===== src/logic/sense_seq_pkg.sv =====
/*
  Shared constants for the current and temperature sense sequencer:
  register offsets, field positions, reset values and timing counts.
  Assumes a 100 MHz system clock and a 32-bit APB register bus.
*/
package sense_seq_pkg;
  // Register byte offsets.
  localparam logic [7:0] REG_CTRL = 8'h00;
  localparam logic [7:0] REG_STATUS = 8'h04;
  localparam logic [7:0] REG_MASK = 8'h08;
  localparam logic [7:0] REG_OVR_CLR = 8'h0C;
  localparam logic [7:0] REG_OFFSET = 8'h10;
  localparam logic [7:0] REG_CUR0 = 8'h14;
  localparam logic [7:0] REG_CUR1 = 8'h18;
  localparam logic [7:0] REG_TEMP0 = 8'h1C;
  localparam logic [7:0] REG_TEMP1 = 8'h20;
  localparam logic [7:0] REG_TEMP2 = 8'h24;
  localparam logic [7:0] REG_OUTSEQ = 8'h28;
  // Control fields: bits 1:0 mode, bit 2 start of a command conversion,
  // bits 4:3 current channel for command conversion.
  localparam int CTRL_MODE_LSB = 0;
  localparam int CTRL_START_BIT = 2;
  localparam int CTRL_CH_LSB = 3;
  localparam logic [1:0] MODE_IDLE = 2'h0;
  localparam logic [1:0] MODE_CMD = 2'h1;
  localparam logic [1:0] MODE_AUTO = 2'h2;
  // Status bits: 0,1 current done; 2..4 temp done; 5,6 overrange.
  localparam int ST_CUR_LSB = 0;
  localparam int ST_TEMP_LSB = 2;
  localparam int ST_OVR_LSB = 5;
  localparam int ST_WIDTH = 7;
  localparam logic [31:0] RESET_VALUE = 32'h0000_0000;
  // Timing.
  localparam int CLK_MHZ = 100;
  localparam int CHOP_TOTAL_US = 6;
  localparam int CHOP_TOTAL_CYC = CHOP_TOTAL_US * CLK_MHZ;
  localparam int CONV_CYC_DEF = CHOP_TOTAL_CYC / 2 - 2;
  localparam int TEMP_PERIOD_MS = 5;
  localparam int TEMP_PERIOD_CYC = TEMP_PERIOD_MS * 1000 * CLK_MHZ;
  localparam int TEMP_CHANNELS = 3;
  localparam int INTEG_CYC_DEF = TEMP_PERIOD_CYC / TEMP_CHANNELS;
  localparam int DATA_W = 12;
endpackage : sense_seq_pkg


===== src/logic/result_store.sv =====
/*
  Small register memory for the five result words (two current, three
  temperature) with a registered read port.
  Assumes one writer and one reader, both on i_clk.
*/
`timescale 1ns/1ps
module result_store #(
  parameter int WIDTH = 12,
  parameter int DEPTH = 5
) (
  // Clock, reset and enable.
  input wire logic i_clk,
  input wire logic i_reset_n,
  input wire logic i_ce,
  // Write port.
  input wire logic i_we,
  input wire logic [2:0] i_waddr,
  input wire logic [WIDTH-1:0] i_wdata,
  // Read port.
  input wire logic [2:0] i_raddr,
  output logic [WIDTH-1:0] o_rdata
);
  logic [WIDTH-1:0] mem_ff [DEPTH];

  // Stores a result word when written.
  always_ff @(posedge i_clk) begin
    if (!i_reset_n) begin
      for (int k = 0; k < DEPTH; k++) begin
        mem_ff[k] <= '0;
      end
    end else if (i_ce && i_we) begin
      mem_ff[i_waddr] <= i_wdata;
    end
  end

  // Registered read, out-of-range addresses read as zero.
  always_ff @(posedge i_clk) begin
    if (!i_reset_n) begin
      o_rdata <= '0;
    end else if (i_ce) begin
      o_rdata <= (int'(i_raddr) < DEPTH) ? mem_ff[i_raddr] : '0;
    end
  end
endmodule : result_store


===== src/logic/current_temp_sense_sequencer.sv =====
/*
  Digital sequencer for chopped high-side current readings, latched
  overrange comparator outputs and background temperature conversion.
  Assumes a shared converter that accepts a start pulse with an input
  swap select and returns a signed sample with a done pulse; comparator
  inputs are synchronous to i_clk.
*/
// Overview of operation
// RL1: Convert shunt voltage, swap amplifier inputs, convert again, combine both.
// RL2: Whole chopped current reading finishes within 6 microseconds.
// RL3: Overrange output goes high when shunt voltage passes the fixed threshold.
// RL4: Two independent comparators, one per channel, fixed non-programmable threshold.
// RL5: Overrange also trips when sense or supply pin drops below analog supply.
// RL6: Each temperature input yields a fresh reading every 5 ms.
// RL7: Temperature inputs integrate in turn, then request a conversion.
// RL8: Command mode serves a pending temperature request after current conversion.
// RL9: Autocycle mode inserts a pending temperature request between sequence steps.
// RL10: Idle converter starts a requested temperature conversion at once.
// RL11: Three temperature result registers, readable at any time.
// RL12: Command mode may return remote temperature results in output sequence.
// RL13: Offset register value is added to each temperature result with sign.
// RL14: Overrange output stays latched until software writes the clear register.
// RL15: Offset is signed and in the same LSB scale as the result.
`timescale 1ns/1ps
module current_temp_sense_sequencer
  import sense_seq_pkg::*;
#(
  parameter int CONV_CYC = CONV_CYC_DEF,
  parameter int INTEG_CYC = INTEG_CYC_DEF
) (
  // Clock, reset and enable.
  input wire logic i_clk,
  input wire logic i_reset_n,
  input wire logic i_ce,
  // APB slave.
  input wire logic i_psel,
  input wire logic i_penable,
  input wire logic i_pwrite,
  input wire logic [7:0] i_paddr,
  input wire logic [31:0] i_pwdata,
  output logic [31:0] o_prdata,
  output logic o_pready,
  output logic o_pslverr,
  // Converter.
  output logic o_conv_start,
  output logic o_chop_swap,
  output logic [2:0] o_conv_chan,
  input wire logic i_conv_done,
  input wire logic [sense_seq_pkg::DATA_W-1:0] i_conv_data,
  // Comparators and supply monitors, one bit per current channel.
  input wire logic [1:0] i_shunt_over_thresh,
  input wire logic [1:0] i_sense_below_avdd,
  // Outputs.
  output logic [1:0] o_current_overrange_output,
  output logic o_irq
);
  import sense_seq_pkg::*;

  typedef enum logic [4:0] {
    S_IDLE = 5'b00001,
    S_CUR_A = 5'b00010,
    S_CUR_B = 5'b00100,
    S_TEMP = 5'b01000,
    S_WAIT = 5'b10000
  } state_type;

  localparam int CW = 20;
  localparam int IW = 32;

  state_type state_ff;
  logic [1:0] mode_ff;
  logic [1:0] cmd_ch_ff;
  logic cmd_pend_ff;
  logic cur_ch_ff;
  logic auto_ch_ff;
  logic [DATA_W-1:0] offset_ff;
  logic [DATA_W-1:0] first_ff;
  logic [1:0] tch_ff;
  logic [1:0] serve_ch_ff;
  logic [IW-1:0] integ_ff;
  logic [2:0] treq_ff;
  logic [1:0] outseq_ff;
  logic [ST_WIDTH-1:0] status_ff;
  logic [ST_WIDTH-1:0] mask_ff;
  logic [DATA_W-1:0] cur0_ff;
  logic [DATA_W-1:0] cur1_ff;
  logic [CW-1:0] wd_ff;
  logic rd_pend_ff;
  logic [7:0] rd_addr_ff;

  logic apb_acc;
  logic apb_wr;
  logic apb_rd;
  logic start_cmd;
  logic [ST_WIDTH-1:0] ev;
  logic mem_we;
  logic [2:0] mem_waddr;
  logic [DATA_W-1:0] mem_wdata;
  logic [DATA_W-1:0] mem_rdata;
  logic [2:0] mem_raddr;
  logic [DATA_W-1:0] chop_result;
  logic temp_pending;
  logic [1:0] temp_pick;

  // Combines two chopped samples; the signal sign flips, so halving the
  // difference keeps the signal and cancels amplifier offset.
  function automatic logic [DATA_W-1:0] chop_combine(
    input logic [DATA_W-1:0] a, input logic [DATA_W-1:0] b);
    logic [DATA_W:0] d;
    d = {a[DATA_W-1], a} - {b[DATA_W-1], b};
    return d[DATA_W:1];
  endfunction : chop_combine

  // Saturating signed add of the temperature offset.
  function automatic logic [DATA_W-1:0] add_offset(
    input logic [DATA_W-1:0] t, input logic [DATA_W-1:0] o);
    logic [DATA_W:0] s;
    s = {t[DATA_W-1], t} + {o[DATA_W-1], o};
    if (s[DATA_W] != s[DATA_W-1]) begin
      return s[DATA_W] ? {1'b1, {(DATA_W-1){1'b0}}}
                       : {1'b0, {(DATA_W-1){1'b1}}};
    end
    return s[DATA_W-1:0];
  endfunction : add_offset

  // Picks the lowest-numbered pending temperature channel.
  function automatic logic [1:0] first_req(input logic [2:0] r);
    return r[0] ? 2'd0 : (r[1] ? 2'd1 : 2'd2);
  endfunction : first_req

  assign apb_acc = i_psel && i_penable && o_pready;
  assign apb_wr = apb_acc && i_pwrite;
  assign apb_rd = i_psel && !i_penable && !i_pwrite;
  assign start_cmd = apb_wr && (i_paddr == REG_CTRL) &&
                     i_pwdata[CTRL_START_BIT];
  assign chop_result = chop_combine(first_ff, i_conv_data);
  assign temp_pending = |treq_ff;
  assign temp_pick = first_req(treq_ff);

  // Result memory write: temperatures with offset applied.
  always_comb begin
    mem_we = 1'b0;
    mem_waddr = 3'd0;
    mem_wdata = chop_result;
    if (i_conv_done && state_ff == S_TEMP) begin
      mem_we = 1'b1;
      mem_waddr = 3'(serve_ch_ff) + 3'd2;
      mem_wdata = add_offset(i_conv_data, offset_ff); // [RL13] [RL15]
    end else if (i_conv_done && state_ff == S_CUR_B) begin
      mem_we = 1'b1;
      mem_waddr = {2'b00, cur_ch_ff};
    end
  end

  // Read address selects the temperature word for the pending read. The
  // setup-phase address is used directly so the registered memory word is
  // already in place when the access phase answers.
  always_comb begin
    case (apb_rd ? i_paddr : rd_addr_ff)
      REG_TEMP0: mem_raddr = 3'd2; // [RL11]
      REG_TEMP1: mem_raddr = 3'd3;
      REG_TEMP2: mem_raddr = 3'd4;
      REG_OUTSEQ: mem_raddr = outseq_ff[0] ? 3'd3 : 3'd4; // [RL12]
      default: mem_raddr = 3'd7;
    endcase
  end

  result_store #(.WIDTH(DATA_W), .DEPTH(5)) u_store (
    .i_clk(i_clk),
    .i_reset_n(i_reset_n),
    .i_ce(i_ce),
    .i_we(mem_we),
    .i_waddr(mem_waddr),
    .i_wdata(mem_wdata),
    .i_raddr(mem_raddr),
    .o_rdata(mem_rdata)
  );

  // Control registers written by software.
  always_ff @(posedge i_clk) begin
    if (!i_reset_n) begin
      mode_ff <= MODE_IDLE;
      cmd_ch_ff <= 2'd0;
      offset_ff <= '0;
      mask_ff <= '0;
      outseq_ff <= 2'd0;
    end else if (i_ce && apb_wr) begin
      case (i_paddr)
        REG_CTRL: begin
          mode_ff <= i_pwdata[CTRL_MODE_LSB +: 2];
          cmd_ch_ff <= i_pwdata[CTRL_CH_LSB +: 2];
        end
        REG_MASK: mask_ff <= i_pwdata[ST_WIDTH-1:0];
        REG_OFFSET: offset_ff <= i_pwdata[DATA_W-1:0]; // [RL15]
        REG_OUTSEQ: outseq_ff <= i_pwdata[1:0];
        default: ;
      endcase
    end
  end

  // Background integration: one channel at a time, each period a
  // third of 5 ms so every channel refreshes once per 5 ms.
  always_ff @(posedge i_clk) begin
    if (!i_reset_n) begin
      integ_ff <= '0;
      tch_ff <= 2'd0;
    end else if (i_ce) begin
      if (integ_ff == IW'(INTEG_CYC - 1)) begin
        integ_ff <= '0;
        tch_ff <= (tch_ff == 2'd2) ? 2'd0 : tch_ff + 2'd1; // [RL6] [RL7]
      end else begin
        integ_ff <= integ_ff + IW'(1);
      end
    end
  end

  // Conversion requests raised at integration end, cleared when served.
  always_ff @(posedge i_clk) begin
    if (!i_reset_n) begin
      treq_ff <= 3'd0;
    end else if (i_ce) begin
      for (int k = 0; k < 3; k++) begin
        if (integ_ff == IW'(INTEG_CYC - 1) && tch_ff == 2'(k)) begin
          treq_ff[k] <= 1'b1; // [RL7]
        end else if (state_ff == S_TEMP && o_conv_start &&
                     serve_ch_ff == 2'(k)) begin
          treq_ff[k] <= 1'b0;
        end
      end
    end
  end

  // Command start is held pending until the converter takes it.
  always_ff @(posedge i_clk) begin
    if (!i_reset_n) begin
      cmd_pend_ff <= 1'b0;
    end else if (i_ce) begin
      if (start_cmd) begin
        cmd_pend_ff <= 1'b1;
      end else if (state_ff == S_CUR_A && o_conv_start) begin
        cmd_pend_ff <= 1'b0;
      end
    end
  end

  // Converter sequencer: temperature requests go first once the
  // converter is free, which gives idle, command and autocycle service.
  always_ff @(posedge i_clk) begin
    if (!i_reset_n) begin
      state_ff <= S_IDLE;
      o_conv_start <= 1'b0;
      o_chop_swap <= 1'b0;
      o_conv_chan <= 3'd0;
      cur_ch_ff <= 1'b0;
      auto_ch_ff <= 1'b0;
      serve_ch_ff <= 2'd0;
      first_ff <= '0;
    end else if (i_ce) begin
      o_conv_start <= 1'b0;
      case (state_ff)
        S_IDLE: begin
          if (temp_pending) begin
            state_ff <= S_TEMP; // [RL8] [RL9] [RL10]
            serve_ch_ff <= temp_pick;
            o_conv_chan <= 3'(temp_pick) + 3'd2;
            o_chop_swap <= 1'b0;
            o_conv_start <= 1'b1;
          end else if ((mode_ff == MODE_CMD && cmd_pend_ff) ||
                       mode_ff == MODE_AUTO) begin
            state_ff <= S_CUR_A;
            cur_ch_ff <= (mode_ff == MODE_AUTO) ? auto_ch_ff : cmd_ch_ff[0];
            o_conv_chan <= (mode_ff == MODE_AUTO) ? {2'b00, auto_ch_ff}
                                                  : {2'b00, cmd_ch_ff[0]};
            o_chop_swap <= 1'b0; // [RL1]
            o_conv_start <= 1'b1;
          end
        end
        S_CUR_A: begin
          if (i_conv_done) begin
            first_ff <= i_conv_data;
            o_chop_swap <= 1'b1; // [RL1]
            o_conv_start <= 1'b1;
            state_ff <= S_CUR_B;
          end
        end
        S_CUR_B: begin
          if (i_conv_done) begin
            o_chop_swap <= 1'b0;
            auto_ch_ff <= ~cur_ch_ff;
            state_ff <= S_IDLE; // [RL1]
          end
        end
        S_TEMP: begin
          if (i_conv_done) begin
            state_ff <= S_IDLE;
          end
        end
        default: state_ff <= S_IDLE;
      endcase
    end
  end

  // Counts the cycles of a chopped reading for the total time check. [RL2]
  always_ff @(posedge i_clk) begin
    if (!i_reset_n) begin
      wd_ff <= '0;
    end else if (i_ce) begin
      if (state_ff == S_CUR_A || state_ff == S_CUR_B) begin
        wd_ff <= wd_ff + CW'(1);
      end else begin
        wd_ff <= '0;
      end
    end
  end

  // Latched overrange outputs; a set in the clear cycle wins.
  always_ff @(posedge i_clk) begin
    if (!i_reset_n) begin
      o_current_overrange_output <= 2'b00;
    end else if (i_ce) begin
      for (int k = 0; k < 2; k++) begin
        if (i_shunt_over_thresh[k] || i_sense_below_avdd[k]) begin
          o_current_overrange_output[k] <= 1'b1; // [RL3] [RL4] [RL5]
        end else if (apb_wr && i_paddr == REG_OVR_CLR && i_pwdata[k]) begin
          o_current_overrange_output[k] <= 1'b0; // [RL14]
        end
      end
    end
  end

  // Event sources for the sticky status register.
  always_comb begin
    ev = '0;
    ev[ST_CUR_LSB] = mem_we && state_ff == S_CUR_B && !cur_ch_ff;
    ev[ST_CUR_LSB+1] = mem_we && state_ff == S_CUR_B && cur_ch_ff;
    for (int k = 0; k < 3; k++) begin
      ev[ST_TEMP_LSB+k] = mem_we && state_ff == S_TEMP &&
                          serve_ch_ff == 2'(k);
    end
    ev[ST_OVR_LSB +: 2] = i_shunt_over_thresh | i_sense_below_avdd;
  end

  // Sticky status, write one to clear, set wins.
  always_ff @(posedge i_clk) begin
    if (!i_reset_n) begin
      status_ff <= '0;
      cur0_ff <= '0;
      cur1_ff <= '0;
    end else if (i_ce) begin
      if (apb_wr && i_paddr == REG_STATUS) begin
        status_ff <= (status_ff & ~i_pwdata[ST_WIDTH-1:0]) | ev;
      end else begin
        status_ff <= status_ff | ev;
      end
      if (ev[ST_CUR_LSB]) cur0_ff <= chop_result;
      if (ev[ST_CUR_LSB+1]) cur1_ff <= chop_result;
    end
  end

  // Interrupt output.
  always_ff @(posedge i_clk) begin
    if (!i_reset_n) begin
      o_irq <= 1'b0;
    end else if (i_ce) begin
      o_irq <= |(status_ff & mask_ff);
    end
  end

  // APB: writes and reads both answer in the second access cycle; reads use the memory word fetched at setup.
  always_ff @(posedge i_clk) begin
    if (!i_reset_n) begin
      o_pready <= 1'b0;
      o_pslverr <= 1'b0;
      o_prdata <= RESET_VALUE;
      rd_pend_ff <= 1'b0;
      rd_addr_ff <= 8'h00;
    end else if (i_ce) begin
      o_pready <= 1'b0;
      o_pslverr <= 1'b0;
      rd_pend_ff <= apb_rd;
      if (apb_rd) rd_addr_ff <= i_paddr;
      if (i_psel && i_penable && !o_pready && (i_pwrite || rd_pend_ff)) begin
        o_pready <= 1'b1;
        o_pslverr <= (i_paddr > REG_OUTSEQ) || (i_paddr[1:0] != 2'b00);
        o_prdata <= RESET_VALUE;
        if (!i_pwrite) begin
          case (rd_addr_ff)
            REG_CTRL: o_prdata <= {27'd0, cmd_ch_ff, cmd_pend_ff, mode_ff};
            REG_STATUS: o_prdata <= {25'd0, status_ff};
            REG_MASK: o_prdata <= {25'd0, mask_ff};
            REG_OVR_CLR: o_prdata <= {30'd0, o_current_overrange_output};
            REG_OFFSET: o_prdata <= {20'd0, offset_ff};
            REG_CUR0: o_prdata <= {20'd0, cur0_ff};
            REG_CUR1: o_prdata <= {20'd0, cur1_ff};
            REG_TEMP0, REG_TEMP1, REG_TEMP2, REG_OUTSEQ:
              o_prdata <= {20'd0, mem_rdata}; // [RL11] [RL12]
            default: o_prdata <= RESET_VALUE;
          endcase
        end
      end
    end
  end
endmodule : current_temp_sense_sequencer


===== config.mk =====
export PLATFORM = sky130hd
export DESIGN_NAME = current_temp_sense_sequencer
export DESIGN_NICKNAME = d
export VERILOG_FILES = /design/src/logic/sense_seq_pkg.sv /design/src/logic/result_store.sv /design/src/logic/current_temp_sense_sequencer.sv
export SDC_FILE = /design/constraint.sdc
export NUM_CORES = 1
export LEC_CHECK = 0
export ABC_AREA = 1
export BUFFER_PORTS_ARGS = -buffer_cell sky130_fd_sc_hd__buf_2
export CAP_MARGIN = 5
export CORE_ASPECT_RATIO = 0.6
export CORE_UTILIZATION = 25
export CTS_CLUSTER_DIAMETER = 30
export CTS_CLUSTER_SIZE = 10
export DETAILED_ROUTE_END_ITERATION = 10
export PLACE_DENSITY = 0.41
export SLEW_MARGIN = 20
export SYNTH_ARGS = -nofsm -noshare
export SYNTH_HDL_FRONTEND = slang
export SYNTH_SLANG_ARGS = --single-unit
export TNS_END_PERCENT = 50

===== constraint.sdc =====
create_clock -name i_clk -period 2.7 [get_ports i_clk]
set_input_delay 0.135 -clock i_clk [delete_from_list [all_inputs] [get_ports i_clk]]
set_output_delay 0.135 -clock i_clk [all_outputs]
set_load 0.05 [all_outputs]

=== Word level (Yosys, flattened, before mapping) ===
Memory sizes are Yosys's and may differ from the RTL's.
Cells that the tools add are included.

* Input bits: 63
* Bits in writable memories: 60
* Logic and storage cells: 224
* Memories: 1
* Latch bits: 0
* Output and inout bits: 42
* Flip-flop bits (word level): 177
* Memory bits (read-only): 0

* Order comparisons: 2
* $add $sub $neg: 6
* Reduce and logical (&&, ||, !) cells: 81
* $mul: 0
* Mux-type cells: 60
* Shifts and indexed selects: 0
* Div/mod/pow operators: 0
* Eq/ne operators: 35
* Bitwise gates (word level): 8

{| class="wikitable"
|+ Memory list
! name !! depth !! bits a word !! rd ports !! clocked after memory_dff !! write ports !! line !! RTL
|-
| u_store.mem_ff || 5 || 12 || 1 || 0 || 5 || result_store.sv:23 || <nowiki>logic [WIDTH-1:0] mem_ff [DEPTH];</nowiki>
|}

{| class="wikitable"
|+ Operators by type and width
! cell !! number
|-
| $pmux 12 s8 || 1
|-
| $mux 12 || 7
|-
| $eq 8x6->1 const B || 7
|-
| $eq 8x5->1 const B || 6
|-
| $logic_and 1x1->1 || 33
|-
| $mux 1 || 33
|-
| $add 32x1->32 const B || 1
|-
| $eq 32x18->1 const B || 1
|-
| $eq 8x4->1 const B || 4
|-
| $mux 32 || 1
|-
| $reduce_and 2->1 || 14
|-
| $mux 5 || 4
|-
| $eq 8x3->1 const B || 2
|-
| $logic_not 8->1 || 2
|-
| $reduce_bool 2->1 || 8
|-
| $mux 3 || 5
|-
| $pmux 5 s3 || 1
|-
| $and 7x7->7 || 2
|-
| $or 7x7->7 || 2
|-
| $add 12x12->13 || 1
|-
| $sub 12x12->13 || 1
|-
| $pmux 3 s4 || 1
|-
| $reduce_and 3->1 || 4
|-
| $reduce_or 12->1 || 1
|-
| other kinds (32) || 50
|}

=== Depth between registers and ports, before layout ===
* Word-level depth: 10
* Depth in mapped cells: 17
* Gate-level depth less buffers: 16

=== Modules after synthesis ===
A second synthesis with hierarchy kept.

* Cell total of the unflattened synthesis: 1754
* Area total of the unflattened synthesis: 12107.9 um^2

{| class="wikitable"
|+ By module, submodules not included
! module !! area each (um^2) !! cells an instance !! instances
|-
| current_temp_sense_sequencer || 8680.8 || 1366 || 1
|-
| result_store || 3427.0 || 388 || 1
|}

=== Worst setup path before layout ===
OpenSTA, ideal clock, no wires.

* Path type: register -> register
* Start: reg offset_ff[0]
* End: mem u_store.mem_ff[0][1], data pin
* Stages on the path, launching flop included: 16
* Path buffers: 1
* Data arrival time: 2.016 ns
* Path slack: 0.538 ns
* Required time: 2.554 ns
* Library setup time: 0.146 ns
* Path through: dfxtp_1 > ha_1 > inv_1 > fa_1 > inv_1 > nand3_1 > nand2_1 > nand2_1 > nand3_1 > nand4_1 > nand2_1 > inv_1 > nand2_1 > buf_4 > nand3_1 > a21oi_1

{| class="wikitable"
|+ RTL lines
! element !! line !! RTL
|-
| start: declaration || current_temp_sense_sequencer.sv:76 || <nowiki>logic [DATA_W-1:0] offset_ff;</nowiki>
|-
| start signal: assignment || current_temp_sense_sequencer.sv:194 || <nowiki>REG_OFFSET: offset_ff <= i_pwdata[DATA_W-1:0];</nowiki>
|-
| end: declaration || result_store.sv:23 ||
|}

==> flow_metrics.tcl <==
set metrics [dict create \
    cts.sinks 204 \
    clk_path_buf_depth 3 \
    ys.flop_type "dfxtp_1" \
    gp_congestion 0.863 \
    period_share_pct 92.7 \
    violations "negative hold slack" \
    seqPwrFrac_pct 30.3 \
    io_pins 105 \
    grt_overflow 0 \
    final_nets 1797 \
    async_reset_ff_share_pct 0 \
    critPathCaptureType "register" \
    routed_wl_um 42000 \
    synthTopCellsByArea "dfxtp_1 28%, edfxtp_1 13%, nand2_1 11%" \
    postLayoutCoreUtil_pct 33.4 \
    yosys.area.top_type "dfxtp_1" \
    route.detailed.drc 0 \
    fp.dieW_um 275 \
    dp_hpwl_um 31400 \
    cap_violations 0 \
    grt_start_max_net_pins 57 \
    antenna_found_initial 1 \
    fin_ws_ps 196 \
    portBuffers 64 \
    swShare_pct 25.2 \
    grt_pass1_wl_um 63100 \
    synth_area_mm2 0.0112 \
    period_needed_ps 2500 \
    grt_pass1_vias 10100 \
    track_usage_pct 18.3 \
    critPathArrivalTime_ps 2900 \
    dr.pass1.iters 5 \
    power_switching_w 0.00268 \
    whs_ps -7.82 \
    antenna_cells 0 \
    setup_viol 0 \
    pwr_density_cell_mw_per_mm2 726 \
    ir_worst_vdd_v 0.000421 \
    die-area_mm2 0.0457 \
    fmax_ghz 0.399 \
    status "finished with violations" \
    hold_class "input port to register" \
    synth-seq-cells 204 \
    final_layout_size_suffix_gt1_share_pct 15.7 \
    vias 10900 \
    pre_cts_slack_ps 115 \
    clkLatencyLatePin_ps 570 \
    tritoncts "done" \
    slew_violations 0 \
    coreArea_mm2 0.0438 \
    drtIter0Drc 830 \
    p_leak_nw 6.17 \
    cts-root-buf "clkbuf_16" \
    cp_max_fo 7 \
    num_rows 59 \
    p_comb_share_pct 6.9 \
    worst_ep_required_time_ps 3100 \
    yosys_warnings 0 \
    netlist_instances 1550 \
    cts_made_buffers 52 \
    syn_to_final_growth_pct 30.3 \
    syn_avg_cell_area_um2 7.23 \
    synth_edf_count 48 \
    setup_tns_ps 0 \
    finalClockSkew_ps 21.6 \
    via_per_inst 4.70 \
    hold_viol 1 \
    post_drt_wl_per_cell_um 18.0 \
    start_kind "register" \
    crit_type "register to register" \
    die_h_um 166 \
    seq_area_frac_synth_pct 40.7 \
    synth_top_area_share_pct 27.9 \
    relSlewSlack_pct 41.2 \
    internal_power_w 0.00793 \
    antenna_left 0 \
    power_frac_clock_pct 62.8 \
    worst_slew_pin_slew_ps 881 \
    yosys.cell_types.count 51 \
    clk_pin_slew_ps 40 \
    h-tree-depth 2 \
    power.total_w 0.0106 \
    start_util_pct 25.6 \
]
final timing paths:
check | from | endpoint | slack (ps) | depth (start not counted)
setup / recovery | offset_ff[0] | u_store.mem_ff[3][1] | 200 | 15
hold / removal | i_shunt_over_thresh[0] | o_current_overrange_output[0] | -8 | 3
setup reg to reg | offset_ff[0] | u_store.mem_ff[3][1] | 200 | 15
hold reg to reg | o_chop_swap | o_chop_swap | 460 | 2
cells in the final DEF (no fill, tap or decap), types with 4 or more instances in the layout:
| cell | n |
|---|---|
| ha_1 | 24 |
| xor2_1 | 16 |
| dlygate4sd3_1 | 36 |
| a211oi_1 | 21 |
| buf_2 | 64 |
| inv_1 | 188 |
| or2_2 | 7 |
| clkbuf_16 | 53 |
| nand3b_1 | 7 |
| inv_2 | 8 |
| o22ai_1 | 7 |
| o21ai_0 | 76 |
| xnor2_1 | 10 |
| clkinv_1 | 5 |
| nor4_1 | 14 |
| nor2_1 | 149 |
| bufinv_16 | 9 |
| nor2_4 | 4 |
| nor2_2 | 6 |
| nor3_2 | 6 |
| conb_1 | 20 |
| buf_4 | 56 |
| nand2_4 | 5 |
| o31ai_1 | 4 |
| o211ai_1 | 8 |
| a21oi_1 | 138 |
| clkinv_2 | 9 |
| nand4_1 | 30 |
| inv_6 | 9 |
| dfxtp_1 | 156 |
| edfxtp_1 | 48 |
| clkbuf_1 | 5 |
| o2111ai_1 | 4 |
| nor3_1 | 33 |
| nand2_2 | 18 |
| nand2_1 | 337 |
| nand3_1 | 120 |
per-layer routing:
| layer | GRT usage, % | share of wire, % | up-vias |
|---|---|---|---|
| li1 | - | - | 5439 |
| met3 | 4.18 | 7.3 | 59 |
| met2 | 21.7 | 35 | 317 |
| met4 | 4.01 | 1.6 | 2 |
| met1 | 31.1 | 57 | 5119 |
| met5 | 0 | 0.031 | - |
cells in the mapped netlist (all sizes together) (3+ instances only):
cell and n:
o21ai 80, nand4 31, nor2 161, a21oi 138, or2 9, inv 196
nor4 14, nor3b 3, nor3 41, o31ai 4, edfxtp 48, nand3 120
nand2 360, o211ai 8, ha 25, o22ai 7, xnor2 10, nand3b 7
o2111ai 4, dfxtp 156, buf 42, xor2 16, clkbuf 33, a211oi 21
per-stage QoR:
step	std cells	instance area (um2)
2_1_floorplan	1569	11300
3_5_place_dp	2196	12400
5_1_grt	2328	14600
4_1_cts	2328	14600
6_report	2328	14600
3_3_place_gp	2196	12400
cell type report:
type,instances,area [um2]
Fill cell,4734,29200
Multi-Input combinational cell,1092,5580
Sequential cell,204,4560
Clock buffer,61,1390
Timing Repair Buffer,159,1160
Inverter,198,743
Tap cell,579,724
Clock inverter,35,455
what timing repair did:
item	in CTS	in global routing
resized for setup	0	4
setup endpoints to repair	0	33
setup buffers	0	0
hold buffers	36	0
endpoints found under the hold margin	45	0
worst max-delay path: stages, from the launching register on:
cell	delay, ps
dfxtp_1	350
ha_2	230
inv_1	60
fa_1	390
inv_1	70
nand3_1	80
nand2_2	120
nand2_1	60
nand3_1	120
nand4_1	110
nand2_2	120
inv_1	40
nand2_1	80
buf_4	170
nand3_1	150
a21oi_1	190
power groups by stage:
stage | clock network, W | logic, W | registers, W
2_1_floorplan | 0 | 0.000440 | 0.00328
3_3_place_gp | 0 | 0.000684 | 0.00327
3_5_place_dp | 0 | 0.000682 | 0.00327
4_1_cts | 0.00675 | 0.000726 | 0.00321
5_1_grt | 0.00694 | 0.000797 | 0.00322
6_report | 0.00667 | 0.000730 | 0.00321
cell families after synthesis:
kind of cell               share of synthesized area, %
and+or+nand+nor                                    30.3
AOI/OAI and AO/OA                                  13.5
buffers and inverters                              10.3
DFF                                                40.7
adders and majority gates                          3.15
xor gates and xnor gates                           2.03
other                                            0.0334
sequential cells by signal (all words and copies together) (netlist names), 3 cells and up:
name and flops:
cur0_ff 12, cur1_ff 12, first_ff 12, integ_ff 32, mask_ff 7, o_conv_chan 3
o_prdata 12, offset_ff 12, rd_addr_ff 8, state_ff 4, status_ff 7, treq_ff 3
u_store.mem_ff 48, u_store.o_rdata 12
(Power assumes the default switching activity.)
